===== config.mk =====
export PLATFORM = sky130hd
export DESIGN_NAME = output_compare_pwm_channel
export DESIGN_NICKNAME = d
export VERILOG_FILES = /design/src/include/oc_pkg.sv /design/src/rtl/output_compare_pwm_channel.sv
export VERILOG_INCLUDE_DIRS = /design/src /design/src/include
export SDC_FILE = /design/constraint.sdc
export NUM_CORES = 1
export LEC_CHECK = 0
export BUFFER_PORTS_ARGS = -buffer_cell sky130_fd_sc_hd__buf_2
export CORE_UTILIZATION = 30
export DETAILED_ROUTE_END_ITERATION = 8
export PLACE_DENSITY = 0.55
export SLEW_MARGIN = 20
export SYNTH_ARGS = -nofsm -noshare
export SYNTH_HDL_FRONTEND = slang
export SYNTH_SLANG_ARGS = --single-unit

===== constraint.sdc =====
create_clock -name clk -period 3.9 [get_ports clk]
set_clock_uncertainty 0.1 [all_clocks]
set_input_delay 0.585 -clock clk [delete_from_list [all_inputs] [get_ports clk]]
set_output_delay 0.585 -clock clk [all_outputs]
set_load 0.1 [all_outputs]

===== src/include/oc_defs.svh =====
// Offsets, field positions and reset values of the compare channel
`ifndef OC_DEFS_SVH
`define OC_DEFS_SVH

// Register byte offsets
`define OC_ADDR_W          8
`define OC_OFF_CONTROL     8'h00
`define OC_OFF_PRIMARY     8'h04
`define OC_OFF_SECONDARY   8'h08
`define OC_OFF_T2_COUNT    8'h0C
`define OC_OFF_T2_PERIOD   8'h10
`define OC_OFF_T3_COUNT    8'h14
`define OC_OFF_T3_PERIOD   8'h18
`define OC_OFF_TB_RUN      8'h1C
`define OC_OFF_STATUS      8'h20

// Control register fields
`define OC_CTL_MODE_LSB    0
`define OC_CTL_MODE_MSB    2
`define OC_CTL_TSEL_BIT    3
`define OC_CTL_FAULT_BIT   4
`define OC_CTL_IDLE_BIT    13

// Time base run register and status register fields
`define OC_RUN_T2_BIT      0
`define OC_RUN_T3_BIT      1
`define OC_STS_FLAG_BIT    0

// Reset values
`define OC_RST_WORD        16'h0000
`define OC_COUNT_WRAP      16'h0000

// Channels up to this number follow fault input a
`define OC_LAST_FAULT_A_CH 4

`endif


===== src/include/oc_pkg.sv =====
// Types of the output compare channel
package oc_pkg;

	typedef enum logic [2:0] {
		MODE_OFF,
		MODE_FORCE_HIGH,
		MODE_FORCE_LOW,
		MODE_TOGGLE,
		MODE_SINGLE_PULSE,
		MODE_CONT_PULSE,
		MODE_PWM,
		MODE_PWM_FAULT
	} oc_mode_t;

	typedef enum logic [1:0] {
		PULSE_IDLE,
		PULSE_WAIT_RISE,
		PULSE_WAIT_FALL,
		PULSE_DONE
	} pulse_state_t;

	typedef struct packed {
		logic [7:0]  addr;
		logic [15:0] wdata;
		logic        wr;
		logic        rd;
	} bus_req_t;

	typedef struct packed {
		logic     idle_halt_select;
		logic     fault_status;
		logic     time_base_select;
		oc_mode_t output_mode_select;
	} ctl_t;

	typedef struct packed {
		ctl_t         ctl;
		logic [15:0]  primary_compare_value;
		logic [15:0]  secondary_compare_value;
		logic [15:0]  t2_count;
		logic [15:0]  t2_period;
		logic [15:0]  t3_count;
		logic [15:0]  t3_period;
		logic [1:0]   time_base_run;
		logic [1:0]   tb_event;
		logic [1:0]   tb_wrap;
		logic         compare_interrupt_flag;
		logic         pin;
		logic         pin_en;
		pulse_state_t pulse;
		logic [15:0]  rdata;
		logic [1:0]   fault_sync1;
		logic [1:0]   fault_sync2;
	} oc_state_t;

endpackage


===== src/rtl/output_compare_pwm_channel.sv =====
// Output compare channel with two time bases, pulse and PWM modes
`timescale 1ns/1ps
`include "oc_defs.svh"

module output_compare_pwm_channel
	import oc_pkg::*;
#(
	parameter int CHANNEL_NUMBER = 1
) (
	// Clock and reset
	input  wire logic        clk,
	input  wire logic        nrst,
	// Register port
	input  wire bus_req_t    bus_req,
	output logic [15:0]      bus_rdata,
	// Time base count ticks from the prescalers, and processor idle
	input  wire logic [1:0]  time_base_tick,
	input  wire logic        cpu_idle,
	// Fault pins, active low, asynchronous
	input  wire logic        fault_input_a_n,
	input  wire logic        fault_input_b_n,
	// Output pin and status
	output logic             compare_output_pin,
	output logic             compare_output_en,
	output logic             compare_interrupt_flag
);

	oc_state_t q;
	oc_state_t d;

	// Field-packed control register from the sixteen-bit value of a write
	function automatic ctl_t ctl_from_word(input logic [15:0] w,
		input logic fault_keep);
		ctl_t c;
		c.idle_halt_select   = w[`OC_CTL_IDLE_BIT];
		c.fault_status       = fault_keep;
		c.time_base_select   = w[`OC_CTL_TSEL_BIT];
		c.output_mode_select =
			oc_mode_t'(w[`OC_CTL_MODE_MSB:`OC_CTL_MODE_LSB]);
		return c;
	endfunction

	function automatic logic [15:0] ctl_to_word(input ctl_t c);
		logic [15:0] w;
		w = `OC_RST_WORD;
		w[`OC_CTL_IDLE_BIT]  = c.idle_halt_select;
		w[`OC_CTL_FAULT_BIT] = c.fault_status;
		w[`OC_CTL_TSEL_BIT]  = c.time_base_select;
		w[`OC_CTL_MODE_MSB:`OC_CTL_MODE_LSB] = c.output_mode_select;
		return w;
	endfunction

	function automatic logic is_pwm(input oc_mode_t m);
		return (m == MODE_PWM) || (m == MODE_PWM_FAULT);
	endfunction

	logic        wr_ctl;
	logic        wr_pri;
	logic        wr_sec;
	logic        wr_t2c;
	logic        wr_t2p;
	logic        wr_t3c;
	logic        wr_t3p;
	logic        wr_run;
	logic        wr_sts;
	logic [15:0] rd_word;
	logic [15:0] cnt_sel;
	logic        ev_sel;
	logic        wrap_sel;
	logic        halted;
	logic        fault_now;
	logic        pri_match;
	logic        sec_match;
	logic [15:0] duty_next;
	logic        flag_set;
	ctl_t        new_ctl;

	always_comb begin
		wr_ctl  = 1'b0;
		wr_pri  = 1'b0;
		wr_sec  = 1'b0;
		wr_t2c  = 1'b0;
		wr_t2p  = 1'b0;
		wr_t3c  = 1'b0;
		wr_t3p  = 1'b0;
		wr_run  = 1'b0;
		wr_sts  = 1'b0;
		rd_word = `OC_RST_WORD;
		if (bus_req.addr == `OC_OFF_CONTROL) begin
			wr_ctl  = bus_req.wr;
			rd_word = ctl_to_word(q.ctl);
		end else if (bus_req.addr == `OC_OFF_PRIMARY) begin
			wr_pri  = bus_req.wr;
			rd_word = q.primary_compare_value;
		end else if (bus_req.addr == `OC_OFF_SECONDARY) begin
			wr_sec  = bus_req.wr;
			rd_word = q.secondary_compare_value;
		end else if (bus_req.addr == `OC_OFF_T2_COUNT) begin
			wr_t2c  = bus_req.wr;
			rd_word = q.t2_count;
		end else if (bus_req.addr == `OC_OFF_T2_PERIOD) begin
			wr_t2p  = bus_req.wr;
			rd_word = q.t2_period;
		end else if (bus_req.addr == `OC_OFF_T3_COUNT) begin
			wr_t3c  = bus_req.wr;
			rd_word = q.t3_count;
		end else if (bus_req.addr == `OC_OFF_T3_PERIOD) begin
			wr_t3p  = bus_req.wr;
			rd_word = q.t3_period;
		end else if (bus_req.addr == `OC_OFF_TB_RUN) begin
			wr_run  = bus_req.wr;
			rd_word = {14'h0000, q.time_base_run};
		end else if (bus_req.addr == `OC_OFF_STATUS) begin
			wr_sts  = bus_req.wr;
			rd_word = {15'h0000, q.compare_interrupt_flag};
		end
	end

	always_comb begin
		d = q;

		// Read data appears in the cycle after the strobe only
		d.rdata = bus_req.rd ? rd_word : `OC_RST_WORD;

		// Two-stage synchronisers for the fault pins
		d.fault_sync1 = {fault_input_b_n, fault_input_a_n};
		d.fault_sync2 = q.fault_sync1;

		// Time bases count on their tick and wrap at period match
		d.tb_event = 2'b00;
		d.tb_wrap  = 2'b00;
		if (q.time_base_run[`OC_RUN_T2_BIT] && time_base_tick[0]) begin
			d.tb_event[0] = 1'b1;
			if (q.t2_count == q.t2_period) begin
				d.t2_count   = `OC_COUNT_WRAP;
				d.tb_wrap[0] = 1'b1;
			end else begin
				d.t2_count = q.t2_count + 16'h0001;
			end
		end
		if (q.time_base_run[`OC_RUN_T3_BIT] && time_base_tick[1]) begin
			d.tb_event[1] = 1'b1;
			if (q.t3_count == q.t3_period) begin
				d.t3_count   = `OC_COUNT_WRAP;
				d.tb_wrap[1] = 1'b1;
			end else begin
				d.t3_count = q.t3_count + 16'h0001;
			end
		end
		if (wr_t2c) begin
			d.t2_count = bus_req.wdata;
		end
		if (wr_t2p) begin
			d.t2_period = bus_req.wdata;
		end
		if (wr_t3c) begin
			d.t3_count = bus_req.wdata;
		end
		if (wr_t3p) begin
			d.t3_period = bus_req.wdata;
		end
		if (wr_run) begin
			d.time_base_run = bus_req.wdata[1:0];
		end

		// Selected time base; events are flagged in the same cycle the new count is held
		cnt_sel  = q.ctl.time_base_select ? q.t3_count : q.t2_count;
		ev_sel   = q.ctl.time_base_select ? q.tb_event[1] : q.tb_event[0];
		wrap_sel = q.ctl.time_base_select ? q.tb_wrap[1] : q.tb_wrap[0];
		halted   = q.ctl.idle_halt_select && cpu_idle;

		// Fault pin choice depends on which channel this is
		fault_now = (CHANNEL_NUMBER <= `OC_LAST_FAULT_A_CH) ?
			!q.fault_sync2[0] : !q.fault_sync2[1];

		// Equality tests once per count
		pri_match = ev_sel && !halted &&
			(cnt_sel == q.primary_compare_value);
		sec_match = ev_sel && !halted &&
			(cnt_sel == q.secondary_compare_value);
		flag_set  = 1'b0;
		duty_next = q.primary_compare_value;

		case (q.ctl.output_mode_select)
			MODE_OFF: begin
				d.pin    = 1'b0;
				d.pin_en = 1'b0;
			end
			MODE_FORCE_HIGH: begin
				if (pri_match) begin
					d.pin    = 1'b1;
					flag_set = 1'b1;
				end
			end
			MODE_FORCE_LOW: begin
				if (pri_match) begin
					d.pin    = 1'b0;
					flag_set = 1'b1;
				end
			end
			MODE_TOGGLE: begin
				if (pri_match) begin
					d.pin    = !q.pin;
					flag_set = 1'b1;
				end
			end
			MODE_SINGLE_PULSE, MODE_CONT_PULSE: begin
				case (q.pulse)
					PULSE_WAIT_RISE: begin
						if (pri_match) begin
							d.pin   = 1'b1;
							d.pulse = PULSE_WAIT_FALL;
						end
					end
					PULSE_WAIT_FALL: begin
						if (sec_match) begin
							d.pin    = 1'b0;
							flag_set = 1'b1;
							// Single pulse parks, continuous rearms
							d.pulse  = (q.ctl.output_mode_select ==
								MODE_CONT_PULSE) ? PULSE_WAIT_RISE
								: PULSE_DONE;
						end
					end
					PULSE_DONE: begin
						d.pin = 1'b0;
					end
					default: begin
						d.pulse = PULSE_WAIT_RISE;
					end
				endcase
			end
			default: begin
				// PWM: duty reloads from the secondary at the period wrap
				if (ev_sel && !halted) begin
					if (wrap_sel) begin
						duty_next = q.secondary_compare_value;
						d.primary_compare_value = duty_next;
					end
					// Covers zero, full and one-count-low duty cases
					d.pin = (cnt_sel < duty_next);
				end
				if (q.ctl.output_mode_select == MODE_PWM_FAULT &&
					fault_now) begin
					d.ctl.fault_status = 1'b1;
					flag_set = 1'b1;
				end else if (q.ctl.fault_status && !fault_now &&
					wrap_sel) begin
					// Hardware clears the fault at a period wrap of the selected time base once the pin is quiet
					d.ctl.fault_status = 1'b0;
				end
				// A faulted output is released until the fault clears
				d.pin_en = !d.ctl.fault_status;
				if (d.ctl.fault_status) begin
					d.pin = 1'b0;
				end
			end
		endcase

		// Register writes; control write re-initialises the pin
		if (wr_pri && !is_pwm(q.ctl.output_mode_select)) begin
			d.primary_compare_value = bus_req.wdata;
		end
		if (wr_sec) begin
			d.secondary_compare_value = bus_req.wdata;
		end
		if (wr_ctl) begin
			new_ctl = ctl_from_word(bus_req.wdata,
				q.ctl.fault_status);
			if (!(new_ctl.output_mode_select == MODE_PWM_FAULT)) begin
				// Fault status is meaningful only in mode 111
				new_ctl.fault_status = 1'b0;
			end
			d.ctl    = new_ctl;
			d.pulse  = PULSE_WAIT_RISE;
			d.pin_en = (new_ctl.output_mode_select != MODE_OFF);
			// High start only for mode 010 (forced low); other modes start low, except a write that stays in PWM
			d.pin    = (new_ctl.output_mode_select ==
				MODE_FORCE_LOW);
			if (is_pwm(new_ctl.output_mode_select) &&
				is_pwm(q.ctl.output_mode_select)) begin
				// Staying in PWM keeps the running waveform
				d.pin = q.pin;
			end
		end

		// Flag: hardware set wins over a same-cycle write-one clear
		if (wr_sts && bus_req.wdata[`OC_STS_FLAG_BIT]) begin
			d.compare_interrupt_flag = 1'b0;
		end
		if (flag_set) begin
			d.compare_interrupt_flag = 1'b1;
		end
	end

	always_ff @(posedge clk or negedge nrst) begin
		if (!nrst) begin
			q <= '0;
			q.fault_sync1 <= 2'b11;
			q.fault_sync2 <= 2'b11;
		end else begin
			q <= d;
		end
	end

	assign bus_rdata              = q.rdata;
	assign compare_output_pin     = q.pin;
	assign compare_output_en      = q.pin_en;
	assign compare_interrupt_flag = q.compare_interrupt_flag;

endmodule


==> metrics.cfg <==
[critical_path]
path_class=flop to flop
cp-start-kind=flop
end_kind=flop
crit_chain=mux2i_2 -> buf_4 -> mux2i_1 -> ha_1 -> and4_1 -> o2111ai_1 -> a31o_2 -> a21oi_1 -> o21ai_0 -> o32a_1
crit_fanout=18
slowest_delay_ns=0.74
cp.required_ns=4.10
cp.arrival_ns=3.56
crit_path_top_delay_cell=dfrtp_1

[global_route]
use_met3=0.0282
top_usage_layer=met2
grt_pass1_wl_um=39100
grtUsageMet2=0.293
grt_max_degree=82
antenna_found_initial=0
grt_overflow_total=0
met1_usage=0.244
grt_util_all_layers=0.182
grt_pass1_vias=6611

[power]
power.total_w=0.00413
p_seq_frac=0.391
clkPwrFrac=0.434
p_comb_frac=0.175
ir_worst_vdd_uv=299
p_int_w=0.00292
netSwitchingFraction=0.292
p_switching_w=0.00120
leakagePower_nw=4.14
powerDensity_nw_per_um2=436

[route]
routed_wl_um=25000
detail_route.vias_per_cell=5.45
drtIter0Drc=570
first_pass_iters=6
vias=6802
drc=0
ant_nets=0
wl_per_cell_um=20.1

[die]
die_area_um2=28400
initial_utilization=0.307
die_w_um=168
design.portCount=52
coreArea_um2=27000
rows=60
fp.dieH_um=168

[place]
place_area_um2=8790
gp_congestion=0.894
port_buffers=50
hpwl_um=18800

[timing]
period_share=0.860
hold_violations=0
tightest_slew_ns=0.796
slew_violations=0
setup_viol=0
rsz0062_at_grt=no
finalHoldWorstSlack_ns=0.128
max_freq_mhz=298
slew_headroom=0.470
period_minus_slack_ns=3.35
finalSetupTns_ns=0

[logic_synthesis]
synthArstFlopShare=1.00
synth-seq-cells=131
synthCells=876
syn_area_um2=8310
ys_types=64
syn_nets=930
synth_warnings=0
avgSynthCellArea_um2=9.48
ys_seq_area_frac=0.395
synthFlopType=dfrtp_1
synth_edf_count=0

[final_layout]
num_antenna_cells=0
most-common-layout-cells=dfrtp_1 (129), nand2_1 (92), a21oi_1 (63)
final_area_um2=9450
final_nets=947
drive_gt1_frac=0.209
synthToLayoutAreaGrowth_pct=13.8
num-fill-cells=2746
mostFrequentLayoutCell=dfrtp_1

[cts]
clockBufferDepth=2
cts_inserted_buffers=17
root_buffer=clkbuf_16
tritoncts=built
clkTransAtPathRegs_ns=0.06
cts_hold_buf=0
cts_htree_levels=4
clk_latency_ns=0.42
cts.repair.resized=0
cts_sinks=131
cts_setup_buffers=0

[flow_run]
cap_violations=0

[hold_path]
hold_class=primary input to async pin

[outcome]
status=completed

-- cell type report --
class	instances	area [um2]	area share
Multi-Input combinational cell	650	4570	0.484
Sequential cell	131	3280	0.347
Clock buffer	20	457	0.0483
Timing Repair Buffer	72	434	0.0459
Tap cell	341	427	0.0451
Clock inverter	12	204	0.0216
Inverter	21	78.8	0.00834
-- path summary, 6_finish.rpt --
check                              startpoint                             end  slack (ns)  cells past startpoint
setup reg to reg           q[130]$_DFFE_PN0P_  compare_output_pin$_DFFE_PN0P_        0.55                     10
hold / removal                           nrst               q[97]$_DFFE_PN0P_        0.13                      1
hold reg to reg                d[0]$_DFF_PN1_                  q[0]$_DFF_PN1_        0.26                      0
min in group clk              fault_input_a_n                  d[0]$_DFF_PN1_        0.16                      1
max in group asynchronous                nrst               q[42]$_DFFE_PN0P_        2.79                      2
setup / recovery           q[130]$_DFFE_PN0P_  compare_output_pin$_DFFE_PN0P_        0.55                     10
-- through the flow --
stage          utilization  instances  setup WS [ns]
6_report             0.350       1247          0.546
5_1_grt              0.350       1247          0.382
4_1_cts              0.350       1247          0.542
3_5_place_dp         0.325       1215          0.570
3_3_place_gp         0.325       1215          0.586
2_1_floorplan            -        876          0.735
-- flip-flops by register name, indices dropped and copies added, names as in the netlist --
| signal | count |
|---|---|
| compare_interrupt_flag | 1 |
| bus_rdata | 16 |
| compare_output_pin | 1 |
| d | 1 |
| compare_output_en | 1 |
| q | 111 |
-- metal layers --
metal	routed length, um	share of wire
met2	11700	0.47
met3	1210	0.048
met1	11400	0.46
met4	711	0.028
met5	0	0
-- critical path: cells and delay by family, from the launching register on --
family / cells / cell delay (ns)
simple gates: 1 / 0.24
mux: 2 / 0.42
buf+inv: 1 / 0.34
fa+ha+maj: 1 / 0.30
flops: 1 / 0.74
compound gates: 5 / 1.08
-- cell families after synthesis --
logic type      share of synthesized area
fa+ha+maj                          0.0316
simple gates                        0.154
compound gates                      0.156
xor+xnor                           0.0675
flops                               0.395
mux                                 0.140
buf+inv                            0.0566
-- synthesized netlist by cell type, drive strengths merged (4+ instances only) --
| library cell | instances | area share |
|---|---|---|
| nor3b | 9 | 0.0087 |
| a31oi | 9 | 0.0068 |
| nand3 | 19 | 0.011 |
| and2 | 6 | 0.0047 |
| nor3 | 11 | 0.0084 |
| a221oi | 4 | 0.0042 |
| a21oi | 63 | 0.038 |
| a222oi | 14 | 0.017 |
| a22oi | 26 | 0.023 |
| nor2 | 46 | 0.022 |
| nor2b | 10 | 0.0075 |
| nand4 | 16 | 0.012 |
| buf | 26 | 0.023 |
| or3 | 4 | 0.0030 |
| nand2b | 4 | 0.0030 |
| xnor2 | 62 | 0.065 |
| o31a | 8 | 0.0084 |
| mux2i | 44 | 0.059 |
| dfrtp | 129 | 0.39 |
| inv | 21 | 0.0095 |
| and3 | 13 | 0.0099 |
| o21ai | 64 | 0.039 |
| clkbuf | 48 | 0.024 |
| nand2 | 92 | 0.042 |
| nor4 | 15 | 0.012 |
| ha | 21 | 0.032 |
| mux2 | 60 | 0.081 |
-- power groups by stage --
stage / logic, W / registers, W / clock network [W]
6_report: 0.000723 / 0.00161 / 0.00179
5_1_grt: 0.000795 / 0.00163 / 0.00189
4_1_cts: 0.000726 / 0.00161 / 0.00182
3_5_place_dp: 0.000722 / 0.00163 / 0
3_3_place_gp: 0.000712 / 0.00163 / 0
2_1_floorplan: 0.000505 / 0.00160 / 0
(Power assumes the default switching activity.)
